===== config.mk =====
export PLATFORM = sky130hd
export DESIGN_NAME = adcdm_top
export DESIGN_NICKNAME = d
export VERILOG_FILES = /design/src/rtl/adcdm_pad.sv /design/src/rtl/adcdm_pkg.sv /design/src/rtl/adcdm_chan.sv /design/src/rtl/adcdm_top.sv
export SDC_FILE = /design/constraint.sdc
export NUM_CORES = 2
export LEC_CHECK = 0
export BUFFER_PORTS_ARGS = -buffer_cell sky130_fd_sc_hd__buf_2
export CORE_AREA = 2 2 310 435
export CTS_BUF_LIST = sky130_fd_sc_hd__clkbuf_4 sky130_fd_sc_hd__clkbuf_8
export DETAILED_ROUTE_END_ITERATION = 8
export DIE_AREA = 0 0 312 437
export GPL_ROUTABILITY_DRIVEN = 0
export SKIP_CTS_REPAIR_TIMING = 1
export SYNTH_ARGS = -nofsm -noshare
export SYNTH_HDL_FRONTEND = slang
export SYNTH_SLANG_ARGS = --single-unit

===== constraint.sdc =====
create_clock -name ref_clk -period 7.15 [get_ports ref_clk]
set_clock_uncertainty 0.2 [all_clocks]
set_input_delay 0.715 -clock ref_clk [delete_from_list [all_inputs] [get_ports ref_clk]]
set_output_delay 0.715 -clock ref_clk [all_outputs]
set_load 0.05 [all_outputs]

===== src/rtl/adcdm_pad.sv =====
`timescale 1ns/1ps


===== src/rtl/adcdm_pkg.sv =====
// adc decimation, digital microphone and dc measurement: shared constants and types
// assumes a 32-bit apb slave whose register index is the byte address divided by four
package adcdm_pkg;

    // ==========================================================
    // register indices (byte address = 4 * index)
    localparam logic [7:0] IDX_OSR        = 8'h14;
    localparam logic [7:0] IDX_WLEN       = 8'h1b;
    localparam logic [7:0] IDX_GPIO_CTL   = 8'h33;
    localparam logic [7:0] IDX_MISO_CTL   = 8'h37;
    localparam logic [7:0] IDX_PRESET     = 8'h3d;
    localparam logic [7:0] IDX_DMIC       = 8'h51;
    localparam logic [7:0] IDX_PHASE      = 8'h55;
    localparam logic [7:0] IDX_DC_CFG     = 8'h66;
    localparam logic [7:0] IDX_DC_LATCH   = 8'h67;
    localparam logic [7:0] IDX_DC_LEFT    = 8'h68;
    localparam logic [7:0] IDX_DC_RIGHT   = 8'h6b;

    // ==========================================================
    // field positions
    localparam int PH_LEFT_BIT    = 7;
    localparam int DC_EN_L_BIT    = 7;
    localparam int DC_EN_R_BIT    = 6;
    localparam int DC_IIR_BIT     = 5;
    localparam int DC_LATCH_BIT   = 6;
    localparam int DC_PER_EN_BIT  = 5;
    localparam int DMIC_EN_L_BIT  = 1;
    localparam int DMIC_EN_R_BIT  = 0;

    // ==========================================================
    // reset values
    localparam logic [7:0] RST_OSR    = 8'h40;
    localparam logic [7:0] RST_PRESET = 8'h01;
    localparam logic [7:0] RST_WLEN   = 8'h00;
    localparam logic [7:0] RST_ZERO   = 8'h00;

    // ==========================================================
    // decimation variants and preset mapping
    typedef enum logic [1:0] {
        VAR_A = 2'b00,
        VAR_B = 2'b01,
        VAR_C = 2'b10
    } adcdm_var_t;

    localparam logic [4:0] PRESET_B_FIRST = 5'h07;
    localparam logic [4:0] PRESET_C_FIRST = 5'h0d;
    localparam logic [7:0] OSR_VAR_B      = 8'h40;
    localparam logic [7:0] OSR_VAR_C      = 8'h20;
    localparam logic [1:0] KF_SHIFT_A     = 2'h2;
    localparam logic [1:0] KF_SHIFT_B     = 2'h1;
    localparam logic [1:0] KF_SHIFT_C     = 2'h0;

    // ==========================================================
    // pin routing codes and microphone data sources
    localparam logic [3:0] ROUTE_GPIO_MODCLK = 4'ha;
    localparam logic [3:0] ROUTE_MISO_MODCLK = 4'h7;
    localparam logic [1:0] SRC_GPIO          = 2'h0;
    localparam logic [1:0] SRC_DIN           = 2'h1;
    localparam logic [1:0] SRC_SCLK          = 2'h2;

    // ==========================================================
    // dc measurement limits and scaling
    localparam logic [4:0]  DC_LEN_MIN  = 5'h01;
    localparam logic [4:0]  DC_LEN_MAX  = 5'h14;
    localparam logic [23:0] DC_ONE      = 24'h400000;
    localparam int          DC_FRAC     = 22;

    // ==========================================================
    // output carrier: one pair of words per output sample
    typedef struct packed {
        logic        valid;
        logic [31:0] left;
        logic [31:0] right;
    } adcdm_word_t;

endpackage : adcdm_pkg


===== src/rtl/adcdm_chan.sv =====
// adc decimation, digital microphone and dc measurement: one channel
// assumes bit_stb marks one modulator period and bit_val is already synchronised
`timescale 1ns/1ps
module adcdm_chan
    import adcdm_pkg::*;
(
    input  wire logic        ref_clk,
    input  wire logic        arst_n,
    input  wire logic        clk_en,
    input  wire logic        bit_stb,
    input  wire logic        bit_val,
    input  wire logic        enable,
    input  wire logic [7:0]  osr,
    input  wire logic        dc_en,
    input  wire logic        dc_iir,
    input  wire logic [4:0]  dc_len,
    input  wire logic        per_en,
    input  wire logic [4:0]  per_exp,
    output logic             word_stb,
    output logic [31:0]      word,
    output logic [23:0]      dc_val
);

    typedef struct packed {
        logic [7:0]         cnt;
        logic signed [8:0]  sum;
        logic               word_stb;
        logic [31:0]        word;
        logic signed [22:0] acc;
        logic [20:0]        acnt;
        logic signed [23:0] iir;
        logic [31:0]        pcnt;
        logic [23:0]        dc_val;
    } adcdm_chan_st_t;

    adcdm_chan_st_t r, n;

    logic signed [8:0]  step9;
    logic [4:0]         d;
    logic signed [8:0]  sum_new;
    logic signed [22:0] acc_new;
    logic signed [23:0] x;
    logic [20:0]        alen;
    logic [31:0]        pmask;

    // ==========================================================
    // next state
    always_comb begin
        n       = r;
        n.word_stb = 1'b0;
        step9   = bit_val ? 9'sh001 : 9'sh1ff;
        d       = (dc_len < DC_LEN_MIN) ? DC_LEN_MIN :
                  ((dc_len > DC_LEN_MAX) ? DC_LEN_MAX : dc_len);
        sum_new = r.sum + step9;
        acc_new = r.acc + 23'(step9);
        x       = bit_val ? $signed(DC_ONE) : -$signed(DC_ONE);
        alen    = 21'(~(32'hffffffff << d));
        pmask   = ~(32'hffffffff << per_exp);
        if (bit_stb && enable) begin
            // decimation factor taken from the oversampling ratio
            if (r.cnt >= 8'(osr - 8'h01)) begin
                n.word     = {sum_new, 23'h000000};
                n.word_stb = 1'b1;
                n.cnt      = 8'h00;
                n.sum      = 9'sh000;
            end else begin
                n.cnt = r.cnt + 8'h01;
                n.sum = sum_new;
            end
        end
        if (!enable) begin
            n.cnt = 8'h00;
            n.sum = 9'sh000;
        end
        if (bit_stb && dc_en) begin
            if (!dc_iir) begin
                // averaging filter over 2^d modulator periods
                if (r.acnt == alen) begin
                    n.dc_val = 24'(acc_new) <<< (DC_FRAC - int'(d)); // 2.22 result
                    n.acc    = 23'sh000000;
                    n.acnt   = 21'h000000;
                end else begin
                    n.acc  = acc_new;
                    n.acnt = r.acnt + 21'h000001;
                end
            end else begin
                // first-order iir, bandwidth set by d
                n.iir    = r.iir + ((x - r.iir) >>> d);
                n.dc_val = n.iir;
            end
            // periodic filter reset every 2^R modulator clocks
            if (per_en && (r.pcnt == pmask)) begin
                n.pcnt = 32'h00000000;
                n.acc  = 23'sh000000;
                n.acnt = 21'h000000;
                n.iir  = 24'sh000000;
            end else begin
                n.pcnt = r.pcnt + 32'h00000001;
            end
        end
        if (!dc_en) begin
            n.acc  = 23'sh000000;
            n.acnt = 21'h000000;
            n.iir  = 24'sh000000;
            n.pcnt = 32'h00000000;
        end
    end

    // ==========================================================
    // state register
    always_ff @(posedge ref_clk or negedge arst_n) begin
        if (!arst_n) begin
            r <= '0;
        end else if (clk_en) begin
            r <= n;
        end
    end

    assign word_stb = r.word_stb;
    assign word     = r.word;
    assign dc_val   = r.dc_val;

endmodule : adcdm_chan


===== src/rtl/adcdm_top.sv =====
// adc decimation, digital microphone and dc measurement: top with apb registers
// assumes modulator_clock and microphone pins are asynchronous to ref_clk
//
// Overview of operation
// - variant B decimates by oversampling ratio 64, rates up to 96 kHz.
// - variant C decimates by ratio 32 for 192 ksps, passband near 0.11 fs.
// - variant is derived from the processing block preset, never chosen directly.
// - 32-bit words go to the serial interface once per output sample.
// - each output sample carries one left word and one right word.
// - words are rounded to the configured interface word length.
// - modulator clock routes to the gpio pin or the miso pin by register.
// - left bit sampled on rising modulator edge, right on falling edge.
// - microphone capture enabled for left, right or both channels.
// - analog front end powered down; oversampling ratio sets decimation factor.
// - phase byte: fine right in 4:0, coarse right 6:5, left in 7.
// - right delayed fine plus coarse times ratio times factor; left by bit 7.
// - coarse factor is 0.25, 0.5 or 1 for variants A, B, C.
// - dc measurement enabled per channel; only on channels not recording (not enforced: dc_en ignores the microphone enables).
// - each dc result is 24 bits in 2.22 format.
// - left result read at 0x68, right result at 0x6b.
// - setting the latch bit captures results; software clears it after reading.
// - averaging filter of length 1 to 20 when iir select is zero.
// - first-order iir with bandwidth set by the 5-bit setting when selected.
// - periodic filter reset every 2^R modulator clocks when enabled.
//
// Decided for this implementation: register access over APB.
`timescale 1ns/1ps
module adcdm_top
    import adcdm_pkg::*;
(
    input  wire logic        ref_clk,
    input  wire logic        arst_n,
    input  wire logic        clk_en,
    input  wire logic        psel,
    input  wire logic        penable,
    input  wire logic        pwrite,
    input  wire logic [11:0] paddr,
    input  wire logic [31:0] pwdata,
    output logic [31:0]      prdata,
    output logic             pready,
    output logic             pslverr,
    input  wire logic        modulator_clock,
    input  wire logic        gpio_in,
    input  wire logic        din_in,
    input  wire logic        sclk_in,
    output logic             gpio_out,
    output logic             gpio_oe_n,
    output logic             miso_out,
    output logic             miso_oe_n,
    output logic             afe_pd_left,
    output logic             afe_pd_right,
    output adcdm_word_t      sample_out
);

    typedef struct packed {
        logic               pready;
        logic               pslverr;
        logic [31:0]        prdata;
        logic [7:0]         osr;
        logic [7:0]         wlen;
        logic [7:0]         gpio_ctl;
        logic [7:0]         miso_ctl;
        logic [7:0]         preset;
        logic [7:0]         dmic;
        logic [7:0]         phase;
        logic [7:0]         dc_cfg;
        logic [7:0]         dc_latch;
        logic [23:0]        hold_l;
        logic [23:0]        hold_r;
        logic               mclk_s1;
        logic               mclk_s2;
        logic               mclk_s3;
        logic [2:0]         pin_s1;
        logic [2:0]         pin_s2;
        logic               ldly;
        logic [126:0]       rdly;
        logic               lbit_stb;
        logic               lbit;
        logic               rbit_stb;
        logic               rbit;
        logic [31:0]        lword;
        logic               gpio_out;
        logic               gpio_oe_n;
        logic               miso_out;
        logic               miso_oe_n;
        logic               afe_pd_l;
        logic               afe_pd_r;
        adcdm_word_t        out;
    } adcdm_top_st_t;

    adcdm_top_st_t r, n;

    logic        l_wstb;
    logic        r_wstb;
    logic [31:0] l_word;
    logic [31:0] r_word;
    logic [23:0] l_dc;
    logic [23:0] r_dc;
    adcdm_var_t  variant;
    logic [7:0]  osr_eff;
    logic [1:0]  kf_shift;
    logic [6:0]  rdelay;
    logic [7:0]  coarse_step;
    logic [7:0]  idx;
    logic        hit;
    logic        mrise;
    logic        mfall;
    logic        mic_bit;
    logic        en_l;
    logic        en_r;
    logic        pair_done;

    // ==========================================================
    // rounding to the interface word length
    function automatic logic [31:0] round_word(input logic [31:0] w, input logic [1:0] wl);
        logic [4:0]  s;
        logic [32:0] t;
        logic [31:0] m;
        s = (wl == 2'h0) ? 5'h10 : ((wl == 2'h1) ? 5'h0c : ((wl == 2'h2) ? 5'h08 : 5'h00));
        m = 32'hffffffff << s;
        if (s == 5'h00) begin
            t = {w[31], w};
        end else begin
            t = {w[31], w} + (33'h000000001 << (s - 5'h01));
        end
        if (!w[31] && t[31]) begin
            round_word = 32'h7fffffff & m;
        end else begin
            round_word = t[31:0] & m;
        end
    endfunction : round_word

    // ==========================================================
    // variant and delay derivation
    always_comb begin
        // variant follows the preset only
        if (r.preset[4:0] >= PRESET_C_FIRST) begin
            variant = VAR_C;
        end else if (r.preset[4:0] >= PRESET_B_FIRST) begin
            variant = VAR_B;
        end else begin
            variant = VAR_A;
        end
        case (variant)
            VAR_B: begin
                osr_eff  = OSR_VAR_B;
                kf_shift = KF_SHIFT_B;
            end
            VAR_C: begin
                osr_eff  = OSR_VAR_C;
                kf_shift = KF_SHIFT_C;
            end
            default: begin
                osr_eff  = r.osr;
                kf_shift = KF_SHIFT_A;
            end
        endcase
        // fine + coarse * ratio * factor modulator periods
        coarse_step = osr_eff >> kf_shift;
        rdelay      = 7'(r.phase[4:0] + 8'(r.phase[6:5] * coarse_step));
    end

    // ==========================================================
    // channel filters
    adcdm_chan u_left (
        .ref_clk  (ref_clk),
        .arst_n   (arst_n),
        .clk_en   (clk_en),
        .bit_stb  (r.lbit_stb),
        .bit_val  (r.lbit),
        .enable   (en_l),
        .osr      (osr_eff),
        .dc_en    (r.dc_cfg[DC_EN_L_BIT]),
        .dc_iir   (r.dc_cfg[DC_IIR_BIT]),
        .dc_len   (r.dc_cfg[4:0]),
        .per_en   (r.dc_latch[DC_PER_EN_BIT]),
        .per_exp  (r.dc_latch[4:0]),
        .word_stb (l_wstb),
        .word     (l_word),
        .dc_val   (l_dc)
    );

    adcdm_chan u_right (
        .ref_clk  (ref_clk),
        .arst_n   (arst_n),
        .clk_en   (clk_en),
        .bit_stb  (r.rbit_stb),
        .bit_val  (r.rbit),
        .enable   (en_r),
        .osr      (osr_eff),
        .dc_en    (r.dc_cfg[DC_EN_R_BIT]),
        .dc_iir   (r.dc_cfg[DC_IIR_BIT]),
        .dc_len   (r.dc_cfg[4:0]),
        .per_en   (r.dc_latch[DC_PER_EN_BIT]),
        .per_exp  (r.dc_latch[4:0]),
        .word_stb (r_wstb),
        .word     (r_word),
        .dc_val   (r_dc)
    );

    // ==========================================================
    // next state
    always_comb begin
        n = r;
        en_l  = r.dmic[DMIC_EN_L_BIT];
        en_r  = r.dmic[DMIC_EN_R_BIT];
        idx   = paddr[9:2];
        // microphone pins and modulator clock through two flops
        n.mclk_s1 = modulator_clock;
        n.mclk_s2 = r.mclk_s1;
        n.mclk_s3 = r.mclk_s2;
        n.pin_s1  = {sclk_in, din_in, gpio_in};
        n.pin_s2  = r.pin_s1;
        mrise = r.mclk_s2 && !r.mclk_s3;
        mfall = !r.mclk_s2 && r.mclk_s3;
        case (r.dmic[3:2])
            SRC_DIN:  mic_bit = r.pin_s2[1];
            SRC_SCLK: mic_bit = r.pin_s2[2];
            default:  mic_bit = r.pin_s2[0];
        endcase

        // left on rising edge, right on falling edge
        n.lbit_stb = mrise;
        n.rbit_stb = mfall;
        if (mrise) begin
            n.lbit = r.phase[PH_LEFT_BIT] ? r.ldly : mic_bit;
            n.ldly = mic_bit;
        end
        if (mfall) begin
            n.rbit = (rdelay == 7'h00) ? mic_bit : r.rdly[rdelay - 7'h01];
            n.rdly = {r.rdly[125:0], mic_bit};
        end

        // one left and one right word per output sample
        pair_done = en_r ? r_wstb : l_wstb;
        if (l_wstb) begin
            n.lword = l_word;
        end
        n.out.valid = 1'b0;
        if (pair_done) begin
            n.out.valid = 1'b1;
            n.out.left  = en_l ? round_word(l_wstb ? l_word : r.lword, r.wlen[1:0]) : '0;
            n.out.right = en_r ? round_word(r_word, r.wlen[1:0]) : '0;
        end

        // modulator clock routing
        n.gpio_oe_n = (r.gpio_ctl[5:2] != ROUTE_GPIO_MODCLK);
        n.gpio_out  = !n.gpio_oe_n && r.mclk_s2;
        n.miso_oe_n = (r.miso_ctl[4:1] != ROUTE_MISO_MODCLK);
        n.miso_out  = !n.miso_oe_n && r.mclk_s2;
        n.afe_pd_l  = en_l;
        n.afe_pd_r  = en_r;

        // apb slave: answer in the first access cycle
        n.pready  = psel && !penable;
        n.pslverr = 1'b0;
        hit = 1'b1;
        case (idx)
            IDX_OSR:      n.prdata = {24'h000000, r.osr};
            IDX_WLEN:     n.prdata = {24'h000000, r.wlen};
            IDX_GPIO_CTL: n.prdata = {24'h000000, r.gpio_ctl};
            IDX_MISO_CTL: n.prdata = {24'h000000, r.miso_ctl};
            IDX_PRESET:   n.prdata = {24'h000000, r.preset};
            IDX_DMIC:     n.prdata = {24'h000000, r.dmic};
            IDX_PHASE:    n.prdata = {24'h000000, r.phase};
            IDX_DC_CFG:   n.prdata = {24'h000000, r.dc_cfg};
            IDX_DC_LATCH: n.prdata = {24'h000000, r.dc_latch};
            IDX_DC_LEFT:  n.prdata = {8'h00, r.hold_l};
            IDX_DC_RIGHT: n.prdata = {8'h00, r.hold_r};
            default: begin
                n.prdata = 32'h00000000;
                hit      = 1'b0;
            end
        endcase
        if (paddr[1:0] != 2'h0 || paddr[11:10] != 2'h0) begin
            hit = 1'b0;
        end
        if (psel && !penable) begin
            n.pslverr = !hit;
            if (!hit || pwrite) begin
                n.prdata = 32'h00000000;
            end
        end else begin
            n.prdata = r.prdata;
        end
        if (psel && penable && r.pready && pwrite && !r.pslverr) begin
            case (idx)
                IDX_OSR:      n.osr      = pwdata[7:0];
                IDX_WLEN:     n.wlen     = pwdata[7:0];
                IDX_GPIO_CTL: n.gpio_ctl = pwdata[7:0];
                IDX_MISO_CTL: n.miso_ctl = pwdata[7:0];
                IDX_PRESET:   n.preset   = pwdata[7:0];
                IDX_DMIC:     n.dmic     = pwdata[7:0];
                IDX_PHASE:    n.phase    = pwdata[7:0];
                IDX_DC_CFG:   n.dc_cfg   = pwdata[7:0];
                IDX_DC_LATCH: begin
                    n.dc_latch = pwdata[7:0];
                    // capture on latch request, hold while set
                    if (pwdata[DC_LATCH_BIT] && !r.dc_latch[DC_LATCH_BIT]) begin
                        n.hold_l = l_dc;
                        n.hold_r = r_dc;
                    end
                end
                default: n.osr = r.osr;
            endcase
        end
    end

    // ==========================================================
    // state register
    always_ff @(posedge ref_clk or negedge arst_n) begin
        if (!arst_n) begin
            r           <= '0;
            r.osr       <= RST_OSR;
            r.preset    <= RST_PRESET;
            r.wlen      <= RST_WLEN;
            r.gpio_oe_n <= 1'b1;
            r.miso_oe_n <= 1'b1;
        end else if (clk_en) begin
            r <= n;
        end
    end

    // ==========================================================
    // outputs
    assign prdata       = r.prdata;
    assign pready       = r.pready;
    assign pslverr      = r.pslverr;
    assign gpio_out     = r.gpio_out;
    assign gpio_oe_n    = r.gpio_oe_n;
    assign miso_out     = r.miso_out;
    assign miso_oe_n    = r.miso_oe_n;
    assign afe_pd_left  = r.afe_pd_l;
    assign afe_pd_right = r.afe_pd_r;
    assign sample_out   = r.out;

endmodule : adcdm_top


-- Yosys cells after proc, flatten, opt, wreduce, memory -nomap -nowiden
Cells that the tools add are included.
- bitwise logic cells: 4
- multipliers: 1
- add/sub/neg operators: 21
- mux-type cells: 60
- shift operators: 9
- eq/ne operators: 31
- $lt $le $gt $ge: 7
- reductions and logical operators: 64
- operators by type and width (cell ; count):
    32-bit 2-to-1 mux ; 12
    24-bit one-hot mux with 11 select lines ; 1
    124-bit 2-to-1 mux ; 2
    100-bit 2-to-1 mux ; 2
    24-bit 2-to-1 mux ; 8
    44-bit 2-to-1 mux ; 4
    68-bit 2-to-1 mux ; 2
    50-bit 2-to-1 mux ; 2
    17-bit 2-to-1 mux ; 4
    33-bit 2-to-1 mux ; 2
    65-bit 2-to-1 mux ; 1
    32-bit by 1-bit adder with 32-bit output, second input constant ; 2
    32-bit adder ; 2
    32-bit AND ; 2
    32-bit == test ; 2
    32-bit by 5-bit << shifter with 32-bit output, first input constant ; 2
    23-bit by 32-bit <<< shifter with 24-bit output ; 2
    3-bit AND reduction ; 17
    24-bit adder ; 2
    8-bit by 7-bit == test with 1-bit output, second input constant ; 6
    24-bit by 5-bit >>> shifter with 24-bit output ; 2
    24-bit subtractor ; 2
    23-bit by 9-bit adder with 23-bit output ; 2
    21-bit by 1-bit adder with 21-bit output, second input constant ; 2
    other kinds (47) ; 112
- word-level logic and storage cells: 250
- input port bits: 54
- output and inout port bits: 105
- flip-flop bits (word level): 700

-- Logic depth before layout (Yosys ltp)
- depth after elaboration: 13
- mapped depth: 30
- gate-level depth less buffers: 24

-- By module
From an unflattened synthesis, not the netlist that was laid out.
- cell total of the unflattened synthesis: 5417
- area, all modules: 49029.5 um^2
- by module, submodules not included (module ; seq. area each (um^2) ; cells each ; area each (um^2) ; instances):
    adcdm_chan ; 3778.6 ; 1872 ; 14418.8 ; 2
    adcdm_top ; 9764.4 ; 1673 ; 20191.9 ; 1

-- Least setup slack after synthesis
OpenSTA, ideal clock, no wires.
- path kind: register to register
- start point: reg r[302] (netlist bit)
- end point: reg u_right.r[86] (netlist bit)
- library setup time: 132 ps
- buffers on the path: 11
- data arrival time: 5706 ps
- stages on the path, launching flop included: 28
- slack: 1112 ps
- data required time: 6818 ps
- clock period less this slack: 6038 ps
- cells stage by stage: dfrtp_1 buf_2 or2_2 clkbuf_1 o21a_1 clkbuf_1 inv_1 buf_2 buf_1 clkbuf_1 buf_1 clkbuf_1 ha_1 inv_1 ha_1 clkbuf_1 xor2_1 a22o_1 a21oi_1 a2111oi_0 o211ai_1 or3_1 nand4_1 clkbuf_1 clkbuf_1 nor2_1 o21ai_0 o41ai_2
- cells in the longest elaborated chain, start to end: 11
- elaborated cells between the ends (all ways): 12
- classes of those cells: order compare (2); eq/ne (1); shift (1); mux (7); bitwise (1)
- RTL lines (what ; line ; source):
    from (decl) ; adcdm_top.sv:91 ; adcdm_top_st_t r, n;
    from (signal assigned) ; adcdm_top.sv:320 ; r <= n;
    5-bit greater-than comparator ; adcdm_chan.sv:53 ; ((dc_len > DC_LEN_MAX) ? DC_LEN_MAX : dc_len);
    5-bit 2-to-1 mux ; adcdm_chan.sv:53 ;
    5-bit 2-to-1 mux (*) ; adcdm_chan.sv:52 ; d = (dc_len < DC_LEN_MIN) ? DC_LEN_MIN :
    32-bit by 5-bit << shifter with 21-bit output (*) ; adcdm_chan.sv:57 ; alen = 21'(~(32'hffffffff << d));
    21-bit inverter (*) ; adcdm_chan.sv:57 ;
    21-bit == test (*) ; adcdm_chan.sv:78 ; if (r.acnt == alen) begin
    44-bit 2-to-1 mux (*) ; adcdm_chan.sv:78 ;
    44-bit 2-to-1 mux (*) ; adcdm_chan.sv:76 ; if (!dc_iir) begin
    68-bit 2-to-1 mux (*) ; adcdm_chan.sv:92 ; if (per_en && (r.pcnt == pmask)) begin
    124-bit 2-to-1 mux (*) ; adcdm_chan.sv:75 ; if (bit_stb && dc_en) begin
    100-bit 2-to-1 mux (*) ; adcdm_chan.sv:101 ; if (!dc_en) begin
    to (signal assigned) ; adcdm_chan.sv:115 ; r <= n;
    to (decl) ; adcdm_chan.sv:36 ; adcdm_chan_st_t r, n;
Mark *: on every way between the ends. The rest lies on a longest branch, timed or not. The select of a mux whose other input is x is not followed.
A chain may end at the register's enable or synchronous reset.

-- Worst setup path after layout
- start point: reg u_left.r[64] (netlist bit)
- end point: reg u_left.r (netlist bit u_left.dc_val[22])
- cells in the longest elaborated chain, start to end: 4
- RTL lines (what ; line ; source):
    from (decl) ; adcdm_chan.sv:36 ;
    from (signal assigned) ; adcdm_chan.sv:115 ;
    24-bit subtractor ; adcdm_chan.sv:88 ; n.iir = r.iir + ((x - r.iir) >>> d);
    24-bit by 5-bit >>> shifter with 24-bit output ; adcdm_chan.sv:88 ;
    24-bit adder (*) ; adcdm_chan.sv:88 ;
    24-bit 2-to-1 mux (*) ; adcdm_chan.sv:76 ;
Mark *: on every way between the ends. The rest lies on a longest branch, timed or not.

==> impl_metrics.csv <==
group,metric,value,unit
run_status,status,"finished, final reports clean",
min_path,hold_path_depth,3,
floorplan,coreArea,0.132,mm2
sta,drv_slew,0,
clock_network,cts_buffer_depth,3,
routing,antenna_left,0,
pwr,p_leak,23.1,nW
finish,stdcell_area,0.0502,mm2
sta,timing.final.crit_share,0.929,
sta,relSlewSlack,0.130,
yosys,synth_edf_count,0,
routing,post-route-drc-count,0,
floorplan,die_h,437,um
yosys,syn_avg_cell_area,9.15,um2
worst_setup_path,worst_setup_path_start_kind,"flop",
grt,busiest_layer,"met2",
grt,grt_util_met2,0.363,
run,cap_violations,0,
worst_setup_path,critPathRequiredTime,7.66,ns
min_path,worstHoldStart,"pwdata[5]",
routing,vias_per_cell,5.80,
clock_network,root_buffer,"clkbuf_8",
grt,grt.met3_usage,0.0291,
floorplan,die_w,312,um
routing,drt_iter0_drc,3367,
clock_network,cts_tree,"yes",
grt,antenna_found_initial,5,
yosys,ys_types,98,
worst_setup_path,ff2ff_setup_slack,0.51,ns
yosys,syn_area,0.0462,mm2
finish,syn_to_final_growth,8.80,%
grt,grt_max_degree,146,
grt,grt_overflow,0,
sta,hold_ws,0.104,ns
finish,fill_cells,13367,
worst_setup_path,cp-end-kind,"flop",
yosys,synth_ff_type,"dfrtp_1",
grt,grt_pass1_vias,38194,
routing,first_pass_iters,9,
sta,rsz0062_at_grt,"false",
sta,tns,0,ns
pwr,ir_worst_vdd,114,uV
sta,setup_viol,0,
finish,drive_gt1_frac,0.171,
clock_network,cts.sink_count,679,
min_path,hp-class,"input port to flop",
placed_design,hpwl,103,mm
floorplan,dieArea,0.136,mm2
clock_network,cts_buffers,103,
yosys,async_reset_ff_frac,1.00,
worst_setup_path,reg2regPathDepth,24,
floorplan,initial_core_util,0.350,
sta,fmax,151,MHz
floorplan,io_pins,159,
clock_network,clk_pin_slew,0.07,ns
grt,met1_usage,0.236,
worst_setup_path,regToRegStartpoint,"u_left.r[64]",
worst_setup_path,rr_endpoint,"u_left.dc_val[22]",
worst_setup_path,critical_path_peak_fanout,7,
yosys,seq_area_frac_synth,0.368,
placed_design,place_area,0.0479,mm2
routing,vias,39436,
sta,finalCriticalPeriod,6.64,ns
yosys,synth_cells,5047,
min_path,hold_end,"r[361]",
sta,worst_slew_pin_slew,1.29,ns
grt,grt_pass1_wl,223,mm
yosys,yosys_warnings,0,
floorplan,row_count,158,
yosys,ys_seq_elements,679,
worst_setup_path,path_class,"flop to flop",
pwr,cellPowerDensity,182,mW/mm2
routing,wirelength,143,mm
routing,wl_per_cell,21.0,um
grt,grt_util_all_layers,0.205,
clock_network,clk_latency,0.82,ns
placed_design,port_buffers,126,
finish,fin_nets,5176,
worst_setup_path,crit_arrival,7.15,ns
clock_network,htree_levels,3,
sta,finalHoldViolCount,0,
cell usage after synthesis (16+ instances only):
library cell	number	share of area
or4_1	17	0.0028
nand4_1	33	0.0045
nor4_1	38	0.0051
a211oi_1	54	0.0088
nand2b_1	72	0.0098
mux2_2	319	0.078
a22o_1	98	0.019
nand2_1	448	0.036
a211o_1	16	0.0030
nor3_1	104	0.011
inv_1	122	0.0099
nor2_1	370	0.030
a21o_1	92	0.015
o211ai_1	35	0.0057
o22ai_1	33	0.0045
buf_1	39	0.0032
o21ai_0	380	0.041
nor3b_1	17	0.0028
a22oi_1	46	0.0075
a2111oi_0	21	0.0040
o21a_1	34	0.0055
a221oi_1	43	0.0082
or2_2	20	0.0027
nand3_1	148	0.016
mux4_2	49	0.024
or3_1	33	0.0045
buf_2	17	0.0018
xor2_1	90	0.017
clkbuf_1	272	0.022
nor2b_1	47	0.0064
dfrtp_1	675	0.37
o21bai_1	26	0.0042
o31ai_1	67	0.011
xnor2_1	109	0.021
a31oi_1	44	0.0060
o221ai_1	16	0.0030
ha_1	158	0.043
buf_4	101	0.016
mux2i_1	89	0.019
and2_1	45	0.0061
a21oi_1	265	0.029
and3_1	72	0.0098
flip-flops by register name, indices dropped and copies added, names as in the netlist, 5 cells and up:
| signal | flops |
|---|---|
| u_left.r | 117 |
| u_left.word | 9 |
| u_left.dc_val | 24 |
| u_right.r | 117 |
| u_right.dc_val | 24 |
| sample_out | 52 |
| n | 5 |
| r | 286 |
| u_right.word | 9 |
| prdata | 24 |
worst max-delay path by stage:
stage,from,endpoint,slack [ns],depth (start not counted)
floorplan,r[302],u_right.r[86],1.11,27
global placement,u_left.r[65],u_left.dc_val[22],0.73,24
detailed placement,u_left.r[65],u_left.dc_val[22],0.69,24
CTS,u_left.r[64],u_left.dc_val[22],0.65,24
global route,u_left.r[64],u_left.dc_val[22],0.05,24
finish,u_left.r[64],u_left.dc_val[22],0.51,24
cell type report:
cell class | count | area [um2] | area share
Antenna cell | 4 | 10.0 | 0.000199
Clock buffer | 162 | 2030 | 0.0404
Clock inverter | 24 | 256 | 0.00511
Inverter | 129 | 487 | 0.00969
Multi-Input combinational cell | 3808 | 26700 | 0.532
Sequential cell | 679 | 17000 | 0.338
Tap cell | 1760 | 2200 | 0.0438
Timing Repair Buffer | 232 | 1510 | 0.0301
worst max-delay path, stage by stage (launching register included):
cell and delay (ns):
dfrtp_1 0.49, or4_1 0.73, or3_1 0.44, nor4_1 0.56
a211oi_1 0.17, o22a_1 0.22, nand2_1 0.07, o21ai_0 0.10
nand2_1 0.08, o21ai_0 0.18, o21ai_0 0.30, ha_1 0.23
inv_1 0.07, fa_1 0.38, nor2b_1 0.29, o31ai_1 0.12
a21oi_1 0.34, o41ai_1 0.11, buf_4 0.16, o41a_1 0.43
o211ai_1 0.20, a21oi_1 0.10, xor2_1 0.20, o221ai_1 0.14
o22a_1 0.22
layout by cell type (no fill, tap or decap), drive strengths merged, types with 46 or more instances in the layout:
master / n
and3: 72
mux4: 49
xor2: 90
ha: 158
nor3: 105
a21o: 92
a211oi: 54
xnor2: 109
nor2: 371
nand2b: 72
inv: 125
nor2b: 47
and2: 47
nand2: 448
o31ai: 67
o21ai: 394
a22o: 98
clkbuf: 162
mux2: 319
a21oi: 266
a22oi: 46
buf: 227
nand3: 148
mux2i: 89
dfrtp: 675
per-stage QoR:
stage          power [mW]  utilization  cells  setup slack (ns)
6_report             9.15        0.380   6798             0.510
5_1_grt              9.55        0.380   6797            0.0493
4_1_cts              9.24        0.380   6789             0.654
3_5_place_dp         5.59        0.363   6603             0.694
3_3_place_gp         5.57        0.363   6603             0.733
2_1_floorplan        5.05            -   5054              1.11
cells by family after synthesis:
kind of cell | after synthesis | share of synthesized area
xor+xnor | 199 | 0.0377
simple gates | 1513 | 0.157
compound gates | 1462 | 0.212
other cells | 1 | 0.0000812
mux | 457 | 0.121
buf+inv | 567 | 0.0561
flops | 679 | 0.368
fa+ha+maj | 169 | 0.0476
per-layer routing:
| metal | share of wire | vias up |
|---|---|---|
| met1 | 0.39 | 19468 |
| met2 | 0.50 | 1274 |
| met4 | 0.057 | 6 |
| met5 | 0.00035 | - |
| li1 | - | 18332 |
| met3 | 0.049 | 356 |
power breakdown:
group | internal, mW | switching (mW) | leakage [nW] | total (mW)
Sequential | 3.88 | 0.0371 | 9.41 | 3.92
Clock | 1.95 | 1.64 | 1.21 | 3.60
Combinational | 0.549 | 1.08 | 12.4 | 1.63
No activity file was read; power rests on OpenSTA's default activity.
